--- config.mk ---
export PLATFORM = sky130hd
export DESIGN_NAME = dpsc_core
export DESIGN_NICKNAME = d
export VERILOG_FILES = /design/src/dpsc_pkg.sv /design/src/dpsc_nv_store.sv /design/src/dpsc_core.sv
export VERILOG_INCLUDE_DIRS = /design/src
export SDC_FILE = /design/constraint.sdc
export NUM_CORES = 1
export LEC_CHECK = 0
export BUFFER_PORTS_ARGS = -buffer_cell sky130_fd_sc_hd__buf_2
export CELL_PAD_IN_SITES_DETAIL_PLACEMENT = 0
export CELL_PAD_IN_SITES_GLOBAL_PLACEMENT = 1
export CORE_MARGIN = 3
export CORE_UTILIZATION = 31
export CTS_CLUSTER_DIAMETER = 80
export DETAILED_ROUTE_END_ITERATION = 6
export PLACE_DENSITY = 0.62
export SYNTH_ARGS = -nofsm -noshare
export SYNTH_HDL_FRONTEND = slang
export SYNTH_HIERARCHICAL = 1
export SYNTH_SLANG_ARGS = --single-unit
--- constraint.sdc ---
create_clock -name clock -period 5.9 [get_ports clock]
set_input_delay 1.18 -clock clock [delete_from_list [all_inputs] [get_ports clock]]
set_output_delay 1.18 -clock clock [all_outputs]
set_load 0.01 [all_outputs]
--- src/dpsc_map.svh ---
// constants for the dual pot serial command logic
// assumes inclusion by the package and the design modules
`ifndef DPSC_MAP_SVH
`define DPSC_MAP_SVH

`define DPSC_CLK_HZ 20000000
`define DPSC_WC_TIME_US 5000
`define DPSC_WC_CYCLES ((`DPSC_WC_TIME_US * (`DPSC_CLK_HZ / 1000000)))
`define DPSC_SETTLE_NS 5000
`define DPSC_SETTLE_CYCLES ((`DPSC_SETTLE_NS * (`DPSC_CLK_HZ / 1000000)) / 1000)
`define DPSC_PU_TIME_US 1000
`define DPSC_PU_CYCLES ((`DPSC_PU_TIME_US * (`DPSC_CLK_HZ / 1000000)))
`define DPSC_TYPE_ID_DEF 4'hA
`define DPSC_OP_RD_WPR 4'h9
`define DPSC_OP_WR_WPR 4'hA
`define DPSC_OP_RD_SLOT 4'hB
`define DPSC_OP_WR_SLOT 4'hC
`define DPSC_OP_XFR_S2W 4'hD
`define DPSC_OP_XFR_W2S 4'hE
`define DPSC_OP_GXFR_S2W 4'h1
`define DPSC_OP_GXFR_W2S 4'h8
`define DPSC_OP_INCDEC 4'h2
`define DPSC_OP_STATUS 4'h5
`define DPSC_SLOT_ZERO 2'h0
`define DPSC_BIT_CNT_LAST 3'h7
`define DPSC_POS_MAX 6'h3F
`define DPSC_POS_MIN 6'h00

`endif

--- src/dpsc_pkg.sv ---
// types for the dual pot serial command logic
// assumes dpsc_map.svh is reachable on the include path
`include "dpsc_map.svh"
package dpsc_pkg;
  typedef logic [5:0] dpsc_pos_t;
  typedef logic [3:0] dpsc_op_t;
  typedef enum logic [2:0] {
    DPSC_ST_ADDR = 3'h0,
    DPSC_ST_INSTR = 3'h1,
    DPSC_ST_DATA = 3'h2,
    DPSC_ST_INCDEC = 3'h3,
    DPSC_ST_DONE = 3'h4,
    DPSC_ST_IGNORE = 3'h5
  } dpsc_state_e;
endpackage

--- src/dpsc_nv_store.sv ---
// nonvolatile slot array with timed write cycle
// assumes single clock; write requests come as one-cycle pulses
`timescale 1ns/1ns
`include "dpsc_map.svh"
module dpsc_nv_store #(
  parameter int WC_CYCLES = `DPSC_WC_CYCLES
) (
  input wire logic clock,
  input wire logic rst_n,
  input wire logic wr_req,
  input wire logic [7:0] wr_mask,
  input wire logic [47:0] wr_data,
  output logic busy,
  output logic [47:0] slots
);
  import dpsc_pkg::*;
  logic [47:0] slots_r, slots_nxt;
  logic [47:0] pend_r, pend_nxt;
  logic [7:0] mask_r, mask_nxt;
  logic [31:0] cnt_r, cnt_nxt;
  logic busy_r, busy_nxt;

  always_comb begin
    slots_nxt = slots_r;
    pend_nxt = pend_r;
    mask_nxt = mask_r;
    cnt_nxt = cnt_r;
    busy_nxt = busy_r;
    if (busy_r) begin
      if (cnt_r == 32'h0) begin
        busy_nxt = 1'b0;
        for (int i = 0; i < 8; i++) begin
          if (mask_r[i]) begin
            slots_nxt[i*6 +: 6] = pend_r[i*6 +: 6];
          end
        end
      end else begin
        cnt_nxt = cnt_r - 32'h1;
      end
    end else if (wr_req) begin
      busy_nxt = 1'b1;
      pend_nxt = wr_data;
      mask_nxt = wr_mask;
      cnt_nxt = 32'(WC_CYCLES - 2);
    end
  end

  always_ff @(posedge clock or negedge rst_n) begin
    if (!rst_n) begin
      slots_r <= 48'h0;
      pend_r <= 48'h0;
      mask_r <= 8'h00;
      cnt_r <= 32'h0;
      busy_r <= 1'b0;
    end else begin
      slots_r <= slots_nxt;
      pend_r <= pend_nxt;
      mask_r <= mask_nxt;
      cnt_r <= cnt_nxt;
      busy_r <= busy_nxt;
    end
  end

  assign busy = busy_r;
  assign slots = slots_r;

  // length of the running write cycle, for the bound check
  logic [31:0] busy_len_r, busy_len_nxt;

  always_comb begin
    busy_len_nxt = busy_r ? busy_len_r + 32'h1 : 32'h0;
  end

  always_ff @(posedge clock or negedge rst_n) begin
    if (!rst_n) begin
      busy_len_r <= 32'h0;
    end else begin
      busy_len_r <= busy_len_nxt;
    end
  end

  a_wc_bound: assert property (@(posedge clock) disable iff (!rst_n)
    busy_len_r < 32'(WC_CYCLES)) else $error("write cycle too long");
endmodule

--- src/dpsc_core.sv ---
// serial command front end and wiper registers of a dual 64-tap pot
// assumes serial pins sampled synchronously to clock; dpsc_nv_store present
`timescale 1ns/1ns
`include "dpsc_map.svh"
//
// Overview of operation
// - first byte upper nibble is type identifier
// - execute only when strap bits match
// - second byte upper nibble is opcode
// - slot bits pick slot zero to three
// - low instruction bit selects the pot
// - 6-bit wiper decoded one-hot to 64 taps
// - write-wiper loads data into wiper
// - transfer copies slot into wiper
// - increment/decrement moves one position per step
// - power-up loads wiper from slot zero
// - wipers are volatile, reloaded after power loss
// - four host-accessible nonvolatile slots per pot
// - copy either way between slot and wiper
// - slot change is write cycle under 5 ms
// - save starts when chip select rises
// - read-status returns write-pending flag
// - stepped wiper settles within 5 us
// - pending flag high during write cycle
// - data high steps up, low steps down
module dpsc_core #(
  parameter logic [3:0] TYPE_ID = `DPSC_TYPE_ID_DEF, // arbitrary value
  parameter int WC_CYCLES = `DPSC_WC_CYCLES
) (
  input wire logic clock,
  input wire logic rst_n,
  input wire logic cs_n,
  input wire logic sck,
  input wire logic si,
  input wire logic [1:0] strap_address_bits,
  output logic so,
  output logic so_oe,
  output logic write_pending_flag,
  output logic [63:0] tap_sel0,
  output logic [63:0] tap_sel1
);
  import dpsc_pkg::*;

  ////////////////////////////////////////////////////////////////
  // pin edge detection
  logic sck_d_r, sck_d_nxt, cs_d_r, cs_d_nxt;
  logic sck_rise, sck_fall, cs_rise;
  assign sck_rise = sck & ~sck_d_r;
  assign sck_fall = ~sck & sck_d_r;
  assign cs_rise = cs_n & ~cs_d_r;

  ////////////////////////////////////////////////////////////////
  // command state
  dpsc_state_e st_r, st_nxt;
  logic [7:0] sh_r, sh_nxt;
  logic [2:0] bit_r, bit_nxt;
  dpsc_op_t op_r, op_nxt;
  logic [1:0] slot_r, slot_nxt;
  logic pot_r, pot_nxt;
  logic [7:0] out_r, out_nxt;
  logic so_r, so_nxt, oe_r, oe_nxt;
  dpsc_pos_t wpr_r [2], wpr_nxt [2];
  logic init_r, init_nxt;
  logic save_arm_r, save_arm_nxt;
  logic [7:0] save_mask_r, save_mask_nxt;
  logic [47:0] save_data_r, save_data_nxt;
  logic nv_req;
  logic [47:0] slots;
  logic nv_busy;
  logic pend_r, pend_nxt;
  logic [63:0] tap0_r, tap0_nxt, tap1_r, tap1_nxt;
  logic [7:0] byte_in;
  assign byte_in = {sh_r[6:0], si};

  dpsc_nv_store #(.WC_CYCLES(WC_CYCLES)) u_nv (
    .clock(clock),
    .rst_n(rst_n),
    .wr_req(nv_req),
    .wr_mask(save_mask_r),
    .wr_data(save_data_r),
    .busy(nv_busy),
    .slots(slots)
  );

  function automatic dpsc_pos_t slot_of(input logic [47:0] s, input logic p, input logic [1:0] k);
    slot_of = s[{p, k}*6 +: 6];
  endfunction

  always_comb begin
    sck_d_nxt = sck;
    cs_d_nxt = cs_n;
    st_nxt = st_r;
    sh_nxt = sh_r;
    bit_nxt = bit_r;
    op_nxt = op_r;
    slot_nxt = slot_r;
    pot_nxt = pot_r;
    out_nxt = out_r;
    so_nxt = so_r;
    oe_nxt = oe_r;
    wpr_nxt = wpr_r;
    init_nxt = 1'b1;
    save_arm_nxt = save_arm_r;
    save_mask_nxt = save_mask_r;
    save_data_nxt = save_data_r;
    nv_req = 1'b0;
    pend_nxt = nv_busy | nv_req;
    if (!init_r) begin
      wpr_nxt[0] = slot_of(slots, 1'b0, `DPSC_SLOT_ZERO);
      wpr_nxt[1] = slot_of(slots, 1'b1, `DPSC_SLOT_ZERO);
    end
    if (cs_n) begin
      st_nxt = DPSC_ST_ADDR;
      bit_nxt = 3'h0;
      oe_nxt = 1'b0;
      if (cs_rise && save_arm_r && !nv_busy) begin
        nv_req = 1'b1;
        save_arm_nxt = 1'b0;
      end else if (cs_rise) begin
        save_arm_nxt = 1'b0;
      end
      pend_nxt = nv_busy | nv_req;
    end else if (sck_fall && oe_r) begin
      so_nxt = out_r[3'h7 - bit_r];
    end else if (sck_rise) begin
      sh_nxt = byte_in;
      bit_nxt = bit_r + 3'h1;
      if (st_r == DPSC_ST_INCDEC) begin
        if (si && wpr_r[pot_r] != `DPSC_POS_MAX) begin
          wpr_nxt[pot_r] = wpr_r[pot_r] + 6'h01;
        end else if (!si && wpr_r[pot_r] != `DPSC_POS_MIN) begin
          wpr_nxt[pot_r] = wpr_r[pot_r] - 6'h01;
        end
      end else if (bit_r == `DPSC_BIT_CNT_LAST) begin
        unique case (st_r)
          DPSC_ST_ADDR: begin
            if (byte_in[7:4] == TYPE_ID && byte_in[1:0] == strap_address_bits) begin
              st_nxt = DPSC_ST_INSTR;
            end else begin
              st_nxt = DPSC_ST_IGNORE;
            end
          end
          DPSC_ST_INSTR: begin
            op_nxt = byte_in[7:4];
            slot_nxt = byte_in[3:2];
            pot_nxt = byte_in[0];
            st_nxt = DPSC_ST_DONE;
            oe_nxt = 1'b0;
            unique case (byte_in[7:4])
              `DPSC_OP_RD_WPR: begin
                st_nxt = DPSC_ST_DATA;
                out_nxt = {2'h0, wpr_r[byte_in[0]]};
                oe_nxt = 1'b1;
              end
              `DPSC_OP_RD_SLOT: begin
                st_nxt = DPSC_ST_DATA;
                out_nxt = {2'h0, slot_of(slots, byte_in[0], byte_in[3:2])};
                oe_nxt = 1'b1;
              end
              `DPSC_OP_STATUS: begin
                st_nxt = DPSC_ST_DATA;
                out_nxt = {7'h00, pend_r};
                oe_nxt = 1'b1;
              end
              `DPSC_OP_WR_WPR, `DPSC_OP_WR_SLOT: st_nxt = DPSC_ST_DATA;
              `DPSC_OP_XFR_S2W: wpr_nxt[byte_in[0]] = slot_of(slots, byte_in[0], byte_in[3:2]);
              `DPSC_OP_GXFR_S2W: begin
                wpr_nxt[0] = slot_of(slots, 1'b0, byte_in[3:2]);
                wpr_nxt[1] = slot_of(slots, 1'b1, byte_in[3:2]);
              end
              `DPSC_OP_XFR_W2S: begin
                save_arm_nxt = 1'b1;
                save_mask_nxt = 8'h01 << {byte_in[0], byte_in[3:2]};
                save_data_nxt = slots;
                save_data_nxt[{byte_in[0], byte_in[3:2]}*6 +: 6] = wpr_r[byte_in[0]];
              end
              `DPSC_OP_GXFR_W2S: begin
                save_arm_nxt = 1'b1;
                save_mask_nxt = (8'h01 << {1'b0, byte_in[3:2]}) | (8'h01 << {1'b1, byte_in[3:2]});
                save_data_nxt = slots;
                save_data_nxt[{1'b0, byte_in[3:2]}*6 +: 6] = wpr_r[0];
                save_data_nxt[{1'b1, byte_in[3:2]}*6 +: 6] = wpr_r[1];
              end
              `DPSC_OP_INCDEC: st_nxt = DPSC_ST_INCDEC;
              default: st_nxt = DPSC_ST_IGNORE;
            endcase
          end
          DPSC_ST_DATA: begin
            st_nxt = DPSC_ST_DONE;
            oe_nxt = 1'b0;
            if (op_r == `DPSC_OP_WR_WPR) begin
              wpr_nxt[pot_r] = byte_in[5:0];
            end else if (op_r == `DPSC_OP_WR_SLOT) begin
              save_arm_nxt = 1'b1;
              save_mask_nxt = 8'h01 << {pot_r, slot_r};
              save_data_nxt = slots;
              save_data_nxt[{pot_r, slot_r}*6 +: 6] = byte_in[5:0];
            end
          end
          default: st_nxt = st_r;
        endcase
      end
    end
  end

  // one-hot tap decode per pot
  always_comb begin
    tap0_nxt = 64'h0;
    tap1_nxt = 64'h0;
    tap0_nxt[wpr_nxt[0]] = 1'b1;
    tap1_nxt[wpr_nxt[1]] = 1'b1;
  end

  always_ff @(posedge clock or negedge rst_n) begin
    if (!rst_n) begin
      sck_d_r <= 1'b0;
      cs_d_r <= 1'b1;
      st_r <= DPSC_ST_ADDR;
      sh_r <= 8'h00;
      bit_r <= 3'h0;
      op_r <= 4'h0;
      slot_r <= 2'h0;
      pot_r <= 1'b0;
      out_r <= 8'h00;
      so_r <= 1'b0;
      oe_r <= 1'b0;
      wpr_r[0] <= 6'h00;
      wpr_r[1] <= 6'h00;
      init_r <= 1'b0;
      save_arm_r <= 1'b0;
      save_mask_r <= 8'h00;
      save_data_r <= 48'h0;
      pend_r <= 1'b0;
      tap0_r <= 64'h1;
      tap1_r <= 64'h1;
    end else begin
      sck_d_r <= sck_d_nxt;
      cs_d_r <= cs_d_nxt;
      st_r <= st_nxt;
      sh_r <= sh_nxt;
      bit_r <= bit_nxt;
      op_r <= op_nxt;
      slot_r <= slot_nxt;
      pot_r <= pot_nxt;
      out_r <= out_nxt;
      so_r <= so_nxt;
      oe_r <= oe_nxt;
      wpr_r <= wpr_nxt;
      init_r <= init_nxt;
      save_arm_r <= save_arm_nxt;
      save_mask_r <= save_mask_nxt;
      save_data_r <= save_data_nxt;
      pend_r <= pend_nxt;
      tap0_r <= tap0_nxt;
      tap1_r <= tap1_nxt;
    end
  end

  assign so = so_r;
  assign so_oe = oe_r;
  assign write_pending_flag = pend_r;
  assign tap_sel0 = tap0_r;
  assign tap_sel1 = tap1_r;

  ////////////////////////////////////////////////////////////////
  // checks
  a_tap_onehot: assert property (@(posedge clock) disable iff (!rst_n)
    $onehot(tap0_r) && $onehot(tap1_r)) else $error("tap select not one-hot");
  a_step_one: assert property (@(posedge clock) disable iff (!rst_n)
    st_r == DPSC_ST_INCDEC && !cs_n |=> (wpr_r[pot_r] - $past(wpr_r[pot_r]) <= 6'h01)
      || ($past(wpr_r[pot_r]) - wpr_r[pot_r] <= 6'h01)) else $error("step larger than one");
  a_step_up: assert property (@(posedge clock) disable iff (!rst_n)
    st_r == DPSC_ST_INCDEC && !cs_n && sck_rise && si && wpr_r[pot_r] != `DPSC_POS_MAX
      |=> wpr_r[pot_r] == $past(wpr_r[pot_r]) + 6'h01) else $error("step up missed");
  a_step_settle: assert property (@(posedge clock) disable iff (!rst_n)
    st_r == DPSC_ST_INCDEC && !cs_n && sck_rise && !pot_r && !si && wpr_r[0] != `DPSC_POS_MIN
      |=> tap0_r == (64'h1 << ($past(wpr_r[0]) - 6'h01))) else $error("tap did not settle");
  a_bad_strap: assert property (@(posedge clock) disable iff (!rst_n)
    st_r == DPSC_ST_ADDR && !cs_n && sck_rise && bit_r == `DPSC_BIT_CNT_LAST
      && byte_in[1:0] != strap_address_bits |=> st_r == DPSC_ST_IGNORE) else $error("strap mismatch accepted");
  a_bad_type: assert property (@(posedge clock) disable iff (!rst_n)
    st_r == DPSC_ST_ADDR && !cs_n && sck_rise && bit_r == `DPSC_BIT_CNT_LAST
      && byte_in[7:4] != TYPE_ID |=> st_r != DPSC_ST_INSTR) else $error("wrong type accepted");
  a_save_on_cs: assert property (@(posedge clock) disable iff (!rst_n)
    nv_req |-> cs_rise) else $error("save started without chip select rise");
  a_pend_flag: assert property (@(posedge clock) disable iff (!rst_n)
    nv_req |=> pend_r [*2]) else $error("pending flag not set");
  a_powerup_load: assert property (@(posedge clock) disable iff (!rst_n)
    !init_r |=> wpr_r[0] == $past(slots[5:0])) else $error("power-up recall missing");
  c_incdec: cover property (@(posedge clock) disable iff (!rst_n) st_r == DPSC_ST_INCDEC && sck_rise);
  c_save: cover property (@(posedge clock) disable iff (!rst_n) nv_req);
  c_status: cover property (@(posedge clock) disable iff (!rst_n) oe_r && op_r == `DPSC_OP_STATUS);
  c_ignore: cover property (@(posedge clock) disable iff (!rst_n) st_r == DPSC_ST_IGNORE);
  a_ignore_hold: assert property (@(posedge clock) disable iff (!rst_n)
    st_r == DPSC_ST_IGNORE && !cs_n |=> st_r == DPSC_ST_IGNORE) else $error("ignored frame resumed");
  a_wiper_write: assert property (@(posedge clock) disable iff (!rst_n)
    st_r == DPSC_ST_DATA && op_r == `DPSC_OP_WR_WPR && !cs_n && sck_rise && bit_r == `DPSC_BIT_CNT_LAST
      |=> wpr_r[pot_r] == $past(byte_in[5:0])) else $error("wiper write lost");
  a_oe_off: assert property (@(posedge clock) disable iff (!rst_n)
    cs_n |=> !oe_r) else $error("output enabled outside frame");
endmodule

==> out/results.md <==
• finished clean — result of the run
• 0 — residual DRC count
• 0 — setup-violating endpoint count in the final report
• 5 — 1st-pass router iterations
• reg2reg — classification of the worst setup path
• 1.00 — routability-driven placement congestion ratio
• 0 — Remaining Overflow, GRT
• 0.0416 ns — largest clock skew in the final design
• 5.34 ns — Critical Path AT
• 0.05 ns — clock input transition at the sequential cells of the worst setup and hold paths
• 11.0% — relative slew slack
• 12300 um2 — combined area of the multi-input logic cells
• 0.92 ns — Largest stage delay, worst path
• 138 — boundary pin count
• built — CTS tree
• 1 — CP Buf/Inv Count
• 98 — Std-Cell Rows
• 100% — share of async-settable or async-resettable flops after synthesis
• 40.8% — fraction of the yosys area taken by sequential cells
• 31.3% — effective utilization at floorplan
• 3435 — number of standard cells in the final layout excluding fillers
• 307 nW/um2 — power per unit of standard cell area
• 25500 um2 — post-route standard cell area excluding fillers
• 1.01 ns — worst setup timing slack at the placement stage
• 1.32 ns — transition time at the pin with the least slew margin
• 137 — IO Port Bufs
• 36.4% — Reg power frac
• 366 — # clock sinks
• 0 — number of enable-type register cells in the synthesized netlist
• 3352 — Cell Count Post-Placement
• 275 um — Die X-Extent
• 0 — Final Hold Vio Count
• met4 — highest metal used
• nand2_1 — most common cell type on the critical path
• 0 — Hold-fix buffers, CTS
• 75700 um2 — total die area
• clkbuf_16 — clock tree root buffer cell
• 27.1 um — per-cell routed wire length
• 40900 um — Met2 Wirelength
• 126 — distinct cell type count after synthesis
• reg2reg — worst min path class
• 6 — yosys synthesis warning count
• register — sort of element at the end of the critical path
• dfrtp_1 (361), nand2_1 (357), buf_2 (136) — most frequent cells in the layout
• 0 ns — Total Neg Setup Slack
• compound AO/OA/AOI/OAI gates — delay-heaviest family, CP
• 82.2% — fraction of the cycle the final worst path needs
• 2 — Max H-tree Level
• 9.38 um2 — Synth Area per Inst
• 23900 um2 — DP Area
• dfrtp_1 — commonest non-fill, non-tap cell in the layout
• 0.61 ns — clk_lat worst skew
• inv_2 > nand2_1 > nand2_1 > ha_1 > and4b_1 > o211ai_2 > nand2_1 > o311a_1 > a2bb2oi_2 > nand2_1 > nor3_1 — critical path, cell by cell
• 3 — maximum clock path buffer count
• 366 — register bit total from synthesis
• 45 — number of buffers inserted during clock tree synthesis
• 25.3% — power share of the combinational group
• 6.39 ns — CP Data Required Time
• 2432 — net count after synthesis
• 2488 — nets
• 1887 — count of routing violations after the opening detailed-route iteration
• 0 — number of buffers added for setup after CTS
• 11.3 nW — LEAKAGE
• 0 — # resized after CTS
• 137000 um — global-route wire length before repair
• dfrtp_1 — most used flip-flop cell after synthesis
• 35.6% — final core area utilization
• 93200 um — Final Routed Wirelength
• 20100 — routed via count
• no — setup repair after global routing missed its margin
• 0.206 GHz — Max Clk Rate
• dfrtp_1 — largest area contributor in the netlist
• 0.00274 W — net load switching power
• 7267 — number of fill cells
• 0 — count of max-cap constraint violations
• 127 — maximum number of pins on one net before global-route repair
• 24.2% — global-route usage over all layers
• 9170 um2 — area used by sequential logic in the layout
• 0.176 mV — IR Drop Worst-Case VDD
• 1.05 ns — setup slack of the critical path after layout
• 275 um — Die Height
• register — element type at the critical path start
• 5.85 — Vias per Instance
• 40800 um — routed length on met1
• 4.85 ns — minimum clock period
• a2bb2oi_2 — slowest cell on the critical path
• 19.7% — layout cell share with drive strength beyond 1
• 32 — top fanout value on the critical path
• 13.7% — area growth from synthesis to layout
• 38.3% — clock power share
• 2393 — count of mapped cells out of synthesis
• 40.5% — Yosys top cell area share
• 71600 um2 — core footprint
• 0 — Final Max Slew Viols
• 1.05 ns — reg2reg setup slack
• 34.9% — Switching Share
• 3 — number of antenna violations at the first check in global routing
• 67600 um — half-perimeter wire length after detailed placement
• 0.00510 W — Internal Power
• 22400 um2 — cell area after synthesis
• 7150 um — WL met3
• dfrtp_1 (40%), nand2_1 (6.0%), mux2i_1 (4.4%) — largest cells by area after synthesis
• 0 — number of nets still failing antenna checks after routing
• 19500 — vias in the first global route
-- synth_stat cells (34+ instances only) --
cell type	n
nor3_1	129
inv_1	45
a22oi_1	44
nor2_1	119
clkbuf_1	107
o22ai_1	34
nand3_1	72
buf_2	38
a21oi_1	102
dfrtp_1	363
a31oi_1	38
mux2_2	69
o21ai_0	101
nand2_1	358
nor3b_1	38
mux2i_1	98
-- cells by family (layout without fill, tap and decap cells) --
logic type	count (synthesis)	in the layout	share of synthesized area (%)
AO/OA/AOI/OAI	566	566	17.7
XOR/XNOR	31	31	1.39
adder cells (fa/ha/maj)	32	32	1.85
buffers and inverters	229	320	4.58
flip-flops	366	366	40.8
multiplexers	209	209	11.2
other	1	2	0.0167
AND/OR/NAND/NOR	959	959	22.4
-- worst reg2reg max path: stages, from the launching register on --
cell	delay, ns
dfrtp_2	0.76
inv_2	0.34
nand2_1	0.18
nand2_1	0.09
ha_1	0.26
and4b_1	0.25
o211ai_2	0.43
nand2_1	0.20
o311a_1	0.40
a2bb2oi_2	0.92
nand2_1	0.63
nor3_1	0.31
-- power groups by stage --
stage,registers (W),clock network [W],logic (W)
6_report,0.00285,0.00300,0.00198
5_1_grt,0.00287,0.00319,0.00211
4_1_cts,0.00285,0.00309,0.00193
3_5_place_dp,0.00289,0,0.00192
3_3_place_gp,0.00288,0,0.00194
2_1_floorplan,0.00281,0,0.00129
-- area by class of cell --
type | instances | area share (%)
multi-input cells | 1798 | 48.1
inverters | 51 | 0.750
diodes | 1 | 0.00981
clock inverters | 22 | 1.35
well taps | 950 | 4.66
flip-flops and latches | 366 | 35.9
repair buffers | 187 | 4.29
clock buffers | 60 | 4.91
-- per-stage QoR --
step	power, W	hold WS (ns)
floorplan	0.00410	0.439
global placement	0.00482	0.446
detailed placement	0.00481	0.447
CTS	0.00786	0.463
global route	0.00817	0.483
finish	0.00783	0.465
-- layer usage --
metal  global-route usage, %  vias to the layer above
li1                        -                     8926
met1                    33.5                    10100
met2                    37.1                      916
met3                    4.13                      192
met4                    10.5                        0
met5                       0                        -
-- sequential cells by signal (all words and copies together), names as in the netlist, 4 cells and up --
register / count
op_r: 4
u_nv/mask_r: 8
sh_r: 7
out_r: 6
save_data_r: 48
tap_sel0: 64
save_mask_r: 8
u_nv/slots: 48
tap_sel1: 64
u_nv/pend_r: 48
u_nv/cnt_r: 32
wpr_r: 12
-- worst paths after layout --
kind                                   endpoint  cells after the start            from
worst min register to register   u_nv/mask_r[0]                      2  save_mask_r[0]
worst min-delay path             u_nv/mask_r[0]                      2  save_mask_r[0]
max in group asynchronous       save_data_r[29]                      2           rst_n
min in group asynchronous          tap_sel1[55]                      1           rst_n
worst max-delay path                tap_sel1[9]                     11           pot_r
worst max register to register      tap_sel1[9]                     11           pot_r
Note: power is estimated with default switching activity, not from simulation.
